$ cat config.mk
export PLATFORM = sky130hd
export DESIGN_NAME = fraction_numerator_pll_divider_slip_ctrl
export DESIGN_NICKNAME = d
export VERILOG_FILES = /design/src/fraction_numerator_pll_pkg.sv /design/src/fraction_numerator_pll_divider_slip_ctrl.sv
export SDC_FILE = /design/constraint.sdc
export NUM_CORES = 1
export LEC_CHECK = 0
export BUFFER_PORTS_ARGS = -buffer_cell sky130_fd_sc_hd__buf_4
export CAP_MARGIN = 10
export CORE_UTILIZATION = 55
export CTS_CLUSTER_SIZE = 16
export DETAILED_ROUTE_END_ITERATION = 8
export PLACE_DENSITY = 0.74
export SLEW_MARGIN = 0
export SYNTH_ARGS = -nofsm -noshare
export SYNTH_HDL_FRONTEND = slang
export SYNTH_SLANG_ARGS = --single-unit
export TNS_END_PERCENT = 50
$ cat constraint.sdc
create_clock -name clk -period 5.4 [get_ports clk]
set_input_delay 0.81 -clock clk [delete_from_list [all_inputs] [get_ports clk]]
set_output_delay 0.81 -clock clk [all_outputs]
set_load 0.005 [all_outputs]
$ cat src/fraction_numerator_pll_pkg.sv
package fraction_numerator_pll_pkg;
	// register indices selected by the low three bits of a written word
	localparam logic [2:0] REG_INT_FRACTION_NUMERATOR = 3'h0;
	localparam logic [2:0] REG_MODULUS = 3'h1;
	localparam logic [2:0] REG_REFERENCE = 3'h2;
	localparam logic [2:0] REG_SLIP = 3'h3;
	localparam logic [2:0] REG_RESERVED = 3'h4;
	localparam logic [2:0] REG_OUTPUT = 3'h5;
	localparam logic [2:0] REG_STATUS = 3'h6;
	localparam int NUM_CFG = 6;
	localparam int SEL_LSB = 0;
	localparam int SEL_W = 3;
	// field layout
	localparam int INT_LSB = 15;
	localparam int INT_W = 16;
	localparam int FRACTION_NUMERATOR_LSB = 3;
	localparam int FRACTION_NUMERATOR_W = 12;
	localparam int MOD_LSB = 3;
	localparam int MOD_W = 12;
	localparam int RCNT_LSB = 14;
	localparam int RCNT_W = 10;
	localparam int DOUBLER_BIT = 25;
	localparam int HALVE_BIT = 24;
	localparam int COUNTER_RESET_BIT = 3;
	localparam int SLIP_ENABLE_BIT = 18;
	localparam int POST_DIV_LSB = 20;
	localparam int POST_DIV_W = 3;
	// status word layout
	localparam int STAT_CELLS_LSB = 0;
	localparam int STAT_SOURCE_BIT = 3;
	localparam int STAT_ACTIVE_BIT = 4;
	localparam int STAT_PFD_BIT = 5;
	// slip reduction
	localparam int MAX_CELLS = 7;
	localparam int CELL_W = 3;
	// values after reset: reference counter 1, modulus 2
	localparam logic [31:0] RST_REG0 = 32'h0000_0000;
	localparam logic [31:0] RST_REG1 = 32'h0000_0011;
	localparam logic [31:0] RST_REG2 = 32'h0000_4002;
	localparam logic [31:0] RST_REG3 = 32'h0000_0003;
	localparam logic [31:0] RST_REG4 = 32'h0080_0004;
	localparam logic [31:0] RST_REG5 = 32'h0000_0005;
	localparam logic [9:0] RCNT_RST = 10'h000;
	localparam logic [11:0] ACC_RST = 12'h000;
	typedef enum logic [2:0] {
		SLIP_IDLE = 3'b001,
		SLIP_ACQUIRE = 3'b010,
		SLIP_RELEASE = 3'b100
	} slip_state_t;
endpackage

$ cat src/fraction_numerator_pll_divider_slip_ctrl.sv
`timescale 1ns/1ns
// Summary of operation
// - output frequency is pfd rate times integer plus fraction over modulus, post-divided
// - pfd rate is reference times doubler factor over count times halving factor
// - doubler counts both reference edges before the reference counter
// - halving inserts a toggle stage giving an even pfd duty cycle
// - modulus is a full twelve-bit programmable field
// - reference division factor sits in a ten-bit counter
// - reference ratio runs one to 1023; host never programs zero
// - imminent slip with reduction active enables one extra cell, sourcing or sinking
// - enabled extra cells drive steady current, never pulsed
// - each further imminent slip before overshoot enables another extra cell, up to seven
// - after overshoot, extra cells turn off one by one until none
// - at most seven extra cells are enabled together
// - slip reduction is enabled only by bit 18 of register three
// - low three bits of each word select the register; 0,1,1 selects three
module fraction_numerator_pll_divider_slip_ctrl #(
	parameter int DATA_W = 32
) (
	input wire logic clk,
	input wire logic sys_rst,
	input wire logic ce,
	input wire logic [2:0] addr,
	input wire logic [DATA_W-1:0] wdata,
	input wire logic wr,
	input wire logic rd,
	output logic [DATA_W-1:0] rdata,
	input wire logic reference_input,
	input wire logic slip_imminent,
	input wire logic tune_up,
	input wire logic overshoot,
	output logic pfd_clk,
	output logic pfd_event,
	output logic [16:0] feedback_divide,
	output logic [2:0] output_post_divider,
	output logic [6:0] extra_cell_en,
	output logic extra_cell_source
);
	typedef struct packed {
		logic [5:0][31:0] cfg;
		logic ref_s1;
		logic ref_s2;
		logic ref_d;
		logic imm_s1;
		logic imm_s2;
		logic imm_d;
		logic ovs_s1;
		logic ovs_s2;
		logic dir_s1;
		logic dir_s2;
		logic [9:0] rcnt;
		logic half;
		logic pfd_pulse;
		logic [11:0] acc;
		logic [16:0] ndiv;
		logic [2:0] cells;
		logic source;
		fraction_numerator_pll_pkg::slip_state_t state;
		logic [31:0] rdata;
	} state_t;

	state_t st;
	state_t next_st;

	logic [15:0] int_val;
	logic [11:0] fraction_numerator_val;
	logic [11:0] mod_val;
	logic [9:0] r_val;
	logic doubler;
	logic halve;
	logic cnt_reset;
	logic slip_en;
	logic ref_event;
	logic terminal;
	logic pfd_tick;
	logic imm_rise;
	logic [12:0] acc_sum;
	logic [31:0] status_word;
	logic [6:0] therm;
	logic [2:0] wsel;

	assign int_val = st.cfg[fraction_numerator_pll_pkg::REG_INT_FRACTION_NUMERATOR][fraction_numerator_pll_pkg::INT_LSB +: fraction_numerator_pll_pkg::INT_W];
	assign fraction_numerator_val = st.cfg[fraction_numerator_pll_pkg::REG_INT_FRACTION_NUMERATOR][fraction_numerator_pll_pkg::FRACTION_NUMERATOR_LSB +:
		fraction_numerator_pll_pkg::FRACTION_NUMERATOR_W];
	assign mod_val = st.cfg[fraction_numerator_pll_pkg::REG_MODULUS][fraction_numerator_pll_pkg::MOD_LSB +: fraction_numerator_pll_pkg::MOD_W];
	assign r_val = st.cfg[fraction_numerator_pll_pkg::REG_REFERENCE][fraction_numerator_pll_pkg::RCNT_LSB +:
		fraction_numerator_pll_pkg::RCNT_W];
	assign doubler = st.cfg[fraction_numerator_pll_pkg::REG_REFERENCE][fraction_numerator_pll_pkg::DOUBLER_BIT];
	assign halve = st.cfg[fraction_numerator_pll_pkg::REG_REFERENCE][fraction_numerator_pll_pkg::HALVE_BIT];
	assign cnt_reset = st.cfg[fraction_numerator_pll_pkg::REG_REFERENCE][fraction_numerator_pll_pkg::COUNTER_RESET_BIT];
	assign slip_en = st.cfg[fraction_numerator_pll_pkg::REG_SLIP][fraction_numerator_pll_pkg::SLIP_ENABLE_BIT];
	assign wsel = wdata[fraction_numerator_pll_pkg::SEL_LSB +: fraction_numerator_pll_pkg::SEL_W];

	// doubler uses both edges, else falling edge only
	assign ref_event = doubler ? (st.ref_s2 ^ st.ref_d) : (st.ref_d & ~st.ref_s2);
	// a zero ratio behaves as one
	assign terminal = ref_event && !cnt_reset && ({1'b0, st.rcnt} + 11'h001 >= {1'b0, r_val});
	// halving passes every second terminal count
	assign pfd_tick = terminal && (!halve || st.half);
	// rising edge of the synchronised slip warning
	assign imm_rise = st.imm_s2 & ~st.imm_d;
	assign acc_sum = {1'b0, st.acc} + {1'b0, fraction_numerator_val};

	// thermometer enables; a cell stays on steadily while counted
	genvar gi;
	generate
		for (gi = 0; gi < fraction_numerator_pll_pkg::MAX_CELLS; gi++)
		begin : g_cell
			assign therm[gi] = (st.cells > 3'(gi));
		end
	endgenerate

	always_comb
	begin
		status_word = 32'h0000_0000;
		status_word[fraction_numerator_pll_pkg::STAT_CELLS_LSB +: fraction_numerator_pll_pkg::CELL_W] = st.cells;
		status_word[fraction_numerator_pll_pkg::STAT_SOURCE_BIT] = st.source;
		status_word[fraction_numerator_pll_pkg::STAT_ACTIVE_BIT] = (st.state != fraction_numerator_pll_pkg::SLIP_IDLE);
		status_word[fraction_numerator_pll_pkg::STAT_PFD_BIT] = halve ? st.half : st.pfd_pulse;
	end

	always_comb
	begin
		next_st = st;
		// pin synchronisers
		next_st.ref_s1 = reference_input;
		next_st.ref_s2 = st.ref_s1;
		next_st.ref_d = st.ref_s2;
		next_st.imm_s1 = slip_imminent;
		next_st.imm_s2 = st.imm_s1;
		next_st.imm_d = st.imm_s2;
		next_st.ovs_s1 = overshoot;
		next_st.ovs_s2 = st.ovs_s1;
		next_st.dir_s1 = tune_up;
		next_st.dir_s2 = st.dir_s1;
		next_st.pfd_pulse = 1'b0;

		if (wr && (wdata[fraction_numerator_pll_pkg::SEL_LSB +: fraction_numerator_pll_pkg::SEL_W] <= fraction_numerator_pll_pkg::REG_OUTPUT))
		begin
			next_st.cfg[wdata[fraction_numerator_pll_pkg::SEL_LSB +: fraction_numerator_pll_pkg::SEL_W]] = wdata[31:0];
		end

		next_st.rdata = 32'h0000_0000;
		if (rd)
		begin
			if (addr <= fraction_numerator_pll_pkg::REG_OUTPUT)
			begin
				next_st.rdata = st.cfg[addr];
			end
			else if (addr == fraction_numerator_pll_pkg::REG_STATUS)
			begin
				next_st.rdata = status_word;
			end
		end

		if (cnt_reset)
		begin
			next_st.rcnt = fraction_numerator_pll_pkg::RCNT_RST;
			next_st.half = 1'b0;
			next_st.acc = fraction_numerator_pll_pkg::ACC_RST;
		end
		else if (ref_event)
		begin
			if (terminal)
			begin
				next_st.rcnt = fraction_numerator_pll_pkg::RCNT_RST;
				next_st.half = ~st.half;
				next_st.pfd_pulse = 1'b1;
			end
			else
			begin
				next_st.rcnt = st.rcnt + 10'h001;
			end
		end

		// per pfd cycle divide is integer or integer plus one
		if (pfd_tick)
		begin
			if (mod_val != 12'h000 && acc_sum >= {1'b0, mod_val})
			begin
				next_st.acc = 12'(acc_sum - {1'b0, mod_val});
				next_st.ndiv = {1'b0, int_val} + 17'h00001;
			end
			else
			begin
				next_st.acc = acc_sum[11:0];
				next_st.ndiv = {1'b0, int_val};
			end
		end

		// new fraction or modulus restarts the accumulator
		// so a smaller modulus never leaves a residue above it
		if (wr && (wsel == fraction_numerator_pll_pkg::REG_INT_FRACTION_NUMERATOR || wsel == fraction_numerator_pll_pkg::REG_MODULUS))
		begin
			next_st.acc = fraction_numerator_pll_pkg::ACC_RST;
		end

		if (!slip_en)
		begin
			next_st.cells = 3'h0;
			next_st.state = fraction_numerator_pll_pkg::SLIP_IDLE;
		end
		else
		begin
			case (st.state)
				fraction_numerator_pll_pkg::SLIP_IDLE:
				begin
					if (imm_rise)
					begin
						next_st.cells = 3'h1;
						next_st.source = st.dir_s2;
						next_st.state = fraction_numerator_pll_pkg::SLIP_ACQUIRE;
					end
				end
				fraction_numerator_pll_pkg::SLIP_ACQUIRE:
				begin
					if (st.ovs_s2)
					begin
						next_st.state = fraction_numerator_pll_pkg::SLIP_RELEASE;
					end
					else if (imm_rise && st.cells < 3'(fraction_numerator_pll_pkg::MAX_CELLS))
					begin
						next_st.cells = st.cells + 3'h1;
					end
				end
				fraction_numerator_pll_pkg::SLIP_RELEASE:
				begin
					// one cell off per pfd cycle
					if (pfd_tick)
					begin
						if (st.cells <= 3'h1)
						begin
							next_st.cells = 3'h0;
							next_st.state = fraction_numerator_pll_pkg::SLIP_IDLE;
						end
						else
						begin
							next_st.cells = st.cells - 3'h1;
						end
					end
				end
				default:
				begin
					next_st.cells = 3'h0;
					next_st.state = fraction_numerator_pll_pkg::SLIP_IDLE;
				end
			endcase
		end
	end

	always_ff @(posedge clk)
	begin
		// reset loads the power-up register words
		if (sys_rst)
		begin
			st <= '0;
			st.cfg[0] <= fraction_numerator_pll_pkg::RST_REG0;
			st.cfg[1] <= fraction_numerator_pll_pkg::RST_REG1;
			st.cfg[2] <= fraction_numerator_pll_pkg::RST_REG2;
			st.cfg[3] <= fraction_numerator_pll_pkg::RST_REG3;
			st.cfg[4] <= fraction_numerator_pll_pkg::RST_REG4;
			st.cfg[5] <= fraction_numerator_pll_pkg::RST_REG5;
			st.state <= fraction_numerator_pll_pkg::SLIP_IDLE;
		end
		// ce low freezes every register, strobes included
		else if (ce)
		begin
			st <= next_st;
		end
	end

	assign rdata = st.rdata;
	// pfd output after doubler, counter and halving
	assign pfd_clk = halve ? st.half : st.pfd_pulse;
	// combinational so the tick is seen in its own cycle
	assign pfd_event = pfd_tick & ce;
	assign feedback_divide = st.ndiv;
	assign output_post_divider = st.cfg[fraction_numerator_pll_pkg::REG_OUTPUT][fraction_numerator_pll_pkg::POST_DIV_LSB +:
		fraction_numerator_pll_pkg::POST_DIV_W];
	assign extra_cell_en = slip_en ? therm : 7'h00;
	assign extra_cell_source = st.source;
endmodule

* Word level (Yosys, flattened, before mapping)
Index checks and enable logic that the tools add are counted.
** Operators by class
- Add/subtract/negate cells :: 7
- Multiply operators :: 0
- Div/mod/pow operators :: 0
- Magnitude comparators :: 16
- Equal/unequal tests :: 12
- Shifts and indexed selects :: 0
- Multiplexer cells :: 32
- Bitwise gates (word level) :: 7
- Reduce and logical (&&, ||, !) cells :: 25
** Operators by type and width (number)
- 192-bit bitwise mux :: 1
- 32-bit two-way mux :: 4
- 32-bit binary-select mux with 3-bit select :: 1
- 32-bit demux with 3-bit select :: 1
- 29-bit two-way mux :: 2
- 12-bit two-way mux :: 3
- 3-bit two-way mux :: 9
- 3-bit != test (second input constant) :: 6
- 3-bit one-hot mux with 3 select lines :: 2
- 16-bit by 1-bit adder with 17-bit output (second input constant) :: 1
- 7-bit two-way mux :: 2
- 12-bit by 12-bit adder with 13-bit output :: 1
- 13-bit by 12-bit >= comparator with 1-bit output :: 1
- 12-bit nonzero test :: 1
- 12-bit subtractor :: 1
- 10-bit by 1-bit adder with 11-bit output (second input constant) :: 1
- 11-bit by 10-bit >= comparator with 1-bit output :: 1
- 11-bit two-way mux :: 1
- 10-bit by 1-bit adder with 10-bit output (second input constant) :: 1
- 10-bit two-way mux :: 1
- 5-bit AND reduction :: 2
- 3-bit greater-than comparator (second input constant) :: 3
- 1-bit logical AND :: 8
- 3-bit by 4-bit < comparator with 1-bit output (second input constant) :: 2
- 26 further kinds :: 43
** Storage, ports and cells
- Bits in registers :: 282
- Latch bits :: 0
- RAM bits :: 0
- ROM bits :: 0
- Input port bits :: 44
- Word-level logic and storage cells :: 124
- Memories kept :: 0

* Depth between registers and ports, before layout
- Depth in word-level cells :: 9
- Gate-level depth with buffers :: 20
- Gate-level depth less buffers :: 18

* Worst setup path after synthesis
Ideal clock, no wire load.
- Path kind :: register to register
- Start :: register st[56] in the netlist's numbering
- End :: register st[57] in the netlist's numbering
- Arrival :: 3529 ps
- Required time :: 5282 ps
- Setup slack :: 1753 ps
- Cell stages (with the launch flop) :: 21
- Path buffers :: 2
- Clock period less this slack :: 3647 ps
- Path through :: dfxtp_1 ha_1 inv_1 fa_1 nor2b_1 o31ai_1 nand2b_1 a21oi_1 a21oi_1 xor2_1 ha_1 and3_1 a221o_2 o21bai_2 o221ai_2 a21o_1 buf_2 buf_4 nor2_1 a21oi_1 o2bb2ai_1
** Between the ends
- Longest elaborated chain between the ends :: 6
- Elaborated cells on any way between the ends :: 7
- Those cells by class :: add/sub: 2; order compare: 1; mux: 3; reduce/logical: 1
** RTL lines
- start, declared :: RTL line fraction_numerator_pll_divider_slip_ctrl.sv:62 : state_t st;
- start signal, assigned :: RTL line fraction_numerator_pll_divider_slip_ctrl.sv:268 : st <= next_st;
- 12-bit by 12-bit adder with 13-bit output (*) :: RTL line fraction_numerator_pll_divider_slip_ctrl.sv:102 : assign acc_sum = {1'b0, st.acc} + {1'b0, fraction_numerator_val};
- 13-bit by 12-bit >= comparator with 1-bit output :: RTL line fraction_numerator_pll_divider_slip_ctrl.sv:179 : if (mod_val != 12'h000 && acc_sum >= {1'b0, mod_val})
- 1-bit logical AND :: RTL line fraction_numerator_pll_divider_slip_ctrl.sv:179
- 29-bit two-way mux (*) :: RTL line fraction_numerator_pll_divider_slip_ctrl.sv:179
- 29-bit two-way mux (*) :: RTL line fraction_numerator_pll_divider_slip_ctrl.sv:177 : if (pfd_tick)
- 12-bit two-way mux (*) :: RTL line fraction_numerator_pll_divider_slip_ctrl.sv:193 : if (wr && (wsel == fraction_numerator_pll_pkg::REG_INT_FRACTION_NUMERATOR || wsel == fraction_numerator_pll_pk ...
Every way passes the cells marked *; elsewhere a longest branch is shown, timed or not.
A chain may end at the register's enable or synchronous reset.

* Worst setup path in the final report
- Start :: register st[70] in the netlist's numbering
- End :: output pfd_event
** Between the ends
- Longest elaborated chain between the ends :: 5
** RTL lines
- 10-bit by 1-bit adder with 11-bit output :: RTL line fraction_numerator_pll_divider_slip_ctrl.sv:97 : assign terminal = ref_event && !cnt_reset && ({1'b0, st.rcnt} + 11'h001 >= {1'b0, r_val});
- 11-bit by 10-bit >= comparator with 1-bit output :: RTL line fraction_numerator_pll_divider_slip_ctrl.sv:97
- 1-bit logical AND :: RTL line fraction_numerator_pll_divider_slip_ctrl.sv:97
- 1-bit logical AND :: RTL line fraction_numerator_pll_divider_slip_ctrl.sv:99 : assign pfd_tick = terminal && (!halve || st.half);
- 1-bit AND :: RTL line fraction_numerator_pll_divider_slip_ctrl.sv:276 : assign pfd_event = pfd_tick & ce;
- end, declared :: RTL line fraction_numerator_pll_divider_slip_ctrl.sv:33 : output logic pfd_event,
No other way between the ends.

==> impl_results.md <==
* Final Hold Viols at 0
* Setup-failing EPs final at 0
* Pre-CTS WS at 1.127 ns
* Ys Warns at 0
* Post-Syn Area per Cell at 8.166 um^2
* Rel. slew slack at 21.06%
* Via count at 11,800
* Post-synth EDFFs at 0
* Post-CTS Repair Setup Buffers at 0
* Final Max Slew Viols at 0
* Setup slack after layout at 0.7040 ns
* Largest area contributor in the netlist: dfxtp_1
* Die area at 0.02583 mm^2
* Sequential-to-total area share from yosys stat at 40.74%
* Final Skew at 0.01236 ns
* Final non-filler cell area at 0.01534 mm^2
* Placer Congestion at 0.9314
* # hold bufs at CTS at 0
* DR WL/cell at 18.04 um
* Synth async-reset ratio at 0%
* Maximum vdd ir drop at 0.2510 mV
* IO Pins at 106
* Fin nets at 1,775
* H-tree depth at 1
* Vias in the first global route at 10,910
* Syn-to-layout area delta at 10.72%
* Final ANT Viol Nets at 0
* Die width at 160.7 um
* RSZ-0062 raised after global routing: false
* Main flop type after synthesis: dfxtp_1
* Worst setup EP type: output pin
* Crit path cell chain: ha_1 > nand3_2 > nor2_2 > nand3_1 > xnor2_1 > ha_1 > nand2_1 > o31a_1 > a21oi_2 > nand3_1 > inv_2 > buf_4
* Layout cells sized above 1 at 13.01%
* Initial antenna violation count at 0
* Sink Count at 282
* Synth top area cells: dfxtp_1 41%, nand2_1 10%, a21oi_1 8.8%
* Kind of critical path: flop to output pin
* Crit-path max cell delay at 0.51 ns
* CTS clk-pin slew, worst paths at 0.06 ns
* Status: finished clean
* Fillers at 2,117
* Clock buffer depth at 3
* Routed Wire Length at 36,670 um
* CTS buffer count at 29
* Gr ovfl total at 0
* Synth Instances at 1,697
* Inst Count DP at 1,980
* Syn nets at 1,785
* Post-cts resize count at 0
* Router iterations before antenna repair at 5
* Port bufs at 105
* Synth top area share at 40.74%
* Iter 0 DRT Violations at 1,225
* Row cnt at 57
* CP required at 4.59 ns
* GRT Total Usage at 27.93%
* Max_cap viols at 0
* Die Ht at 160.7 um
* Clk root buf: clkbuf_16
* Worst Hold Class: flop to flop
* Core Area at 0.02453 mm^2
* First-pass GRT wire length at 58,420 um
* CTS tree: yes
* Worst-Margin Slew at 1.184 ns
* Synth unique cells at 61
* Detail Placement HPWL at 23,940 um
* Largest net degree at the start of global routing at 106
* Leak pwr at 5.628 nW
* Initial Util at 56.48%
* Crit-path max FO at 34
* Clock latency at the later pin of the worst-skew pair at 0.55 ns
* Worst setup SP type: flop
* Avg Vias per Cell at 5.806
* Final worst path period share at 86.96%
* Final Util at 62.54%
* DRC Markers at 0
* FMAX at 212.9 MHz
* WP data arrival at 3.89 ns
* Crit-path slowest cell: inv_2
* Minimum clock period at 4.696 ns
* Area of the mapped netlist at 0.01386 mm^2
* #FFs+latches synth at 282
* DP Area at 0.01438 mm^2
* Setup_tns at 0 ns
* Power per Cell Area at 290.4 mW/mm^2
* Layout Cells excl Fill at 2,033
## worst max-delay path, delay by kind of cell, from the launching register on
kind | cells | cell delay (ns)
compound gates | 2 | 0.58
xor+xnor | 1 | 0.17
fa+ha+maj | 2 | 0.60
buf+inv | 2 | 0.72
flops | 1 | 0.43
simple gates | 5 | 0.84
## where the power goes
part | total, mW | switching (mW) | internal [mW]
registers | 2.12 | 0.0189 | 2.10
clock network | 2.00 | 0.837 | 1.17
logic | 0.326 | 0.209 | 0.118
total | 4.45 | 1.06 | 3.39
## state kept, by name (all words and copies together) (netlist names)
name                    flops
slip_en                     1
int_val                    16
mod_val                    12
extra_cell_source           1
feedback_divide            17
doubler                     1
rdata                      32
fraction_numerator_val     12
st                        169
halve                       1
next_st                     6
cnt_reset                   1
r_val                      10
output_post_divider         3
## metal layers
metal | track usage [%] | up-vias | wire length, um
li1 | - | 5715 | -
met1 | 41.29 | 5570 | 16680
met2 | 42.98 | 473 | 16170
met4 | 6.690 | 0 | 666
met5 | 0 | - | 0
met3 | 3.796 | 45 | 3153
## layout make-up
class	count	area [um^2]	area share (%)
Clock inverter	8	78.83	0.5138
Timing Repair Buffer	115	869.6	5.668
Sequential cell	282	5645	36.80
Antenna cell	2	5.005	0.03262
Tap cell	324	405.4	2.642
Inverter	67	251.5	1.639
Clock buffer	43	878.3	5.725
Multi-Input combinational cell	1192	7208	46.98
## cells in the mapped netlist (6+ instances only)
library cell	number
nand3b_1	8
or2_2	8
nor2_1	99
o211ai_1	6
nor2b_1	47
nor3b_1	13
mux4_2	32
buf_4	54
nand2b_1	9
o22ai_1	31
xor2_1	19
nand2_1	384
a31oi_1	6
or3_1	15
o2bb2ai_1	12
buf_1	14
nand3_1	22
mux2i_1	50
xnor2_1	16
nor3_1	8
dfxtp_1	282
inv_1	65
o21ai_0	22
ha_1	42
a211oi_1	13
clkbuf_1	83
nand4_1	8
a21oi_1	244
a21o_1	8
and3_1	9
## through the flow
step | hold slack (ns) | total power [mW]
after floorplan | 0.4098 | 2.383
after global placement | 0.4236 | 2.487
after detailed placement | 0.4299 | 2.491
after global routing | 0.4710 | 4.589
after CTS | 0.4464 | 4.469
final | 0.4438 | 4.455
## worst paths after layout
kind,from,endpoint,slack [ns],cells after the start
worst max register to register,fraction_numerator_val[0],feedback_divide[4],1.13,18
worst min register to register,st[220],st[220],0.44,1
worst min-delay path,st[220],st[220],0.44,1
worst max-delay path,st[70],pfd_event,0.70,12
## cell families (layout without fill, tap and decap cells)
family	Yosys count	in the layout	share of synthesized area, %
flip-flops	282	282	40.74
multiplexers	87	87	9.219
other	0	2	0
buffers and inverters	223	233	7.548
AO/OA/AOI/OAI	379	379	15.72
adder cells (fa/ha/maj)	44	44	4.081
XOR/XNOR	35	35	2.212
AND/OR/NAND/NOR	647	647	20.48
## placed cells by master, fill, tap and decap left out, types with 6 or more instances in the layout
| cell | n |
|---|---|
| o2bb2ai_1 | 12 |
| nor2b_1 | 46 |
| xor2_1 | 19 |
| xnor2_1 | 16 |
| clkbuf_16 | 29 |
| nor3_1 | 7 |
| nand3_1 | 22 |
| o22ai_1 | 31 |
| clkbuf_8 | 11 |
| nand2b_1 | 9 |
| nor2_1 | 95 |
| a21oi_1 | 244 |
| or2_2 | 8 |
| a21o_1 | 8 |
| ha_1 | 42 |
| a31oi_1 | 6 |
| nand2_1 | 384 |
| buf_4 | 114 |
| nand3b_1 | 8 |
| and3_1 | 9 |
| a211oi_1 | 13 |
| o211ai_1 | 6 |
| nand4_1 | 8 |
| mux2i_1 | 50 |
| dfxtp_1 | 282 |
| mux4_2 | 32 |
| inv_1 | 65 |
| nor3b_1 | 13 |
| or3_1 | 15 |
| o21ai_0 | 22 |
Power figures use the tool's default switching activity.
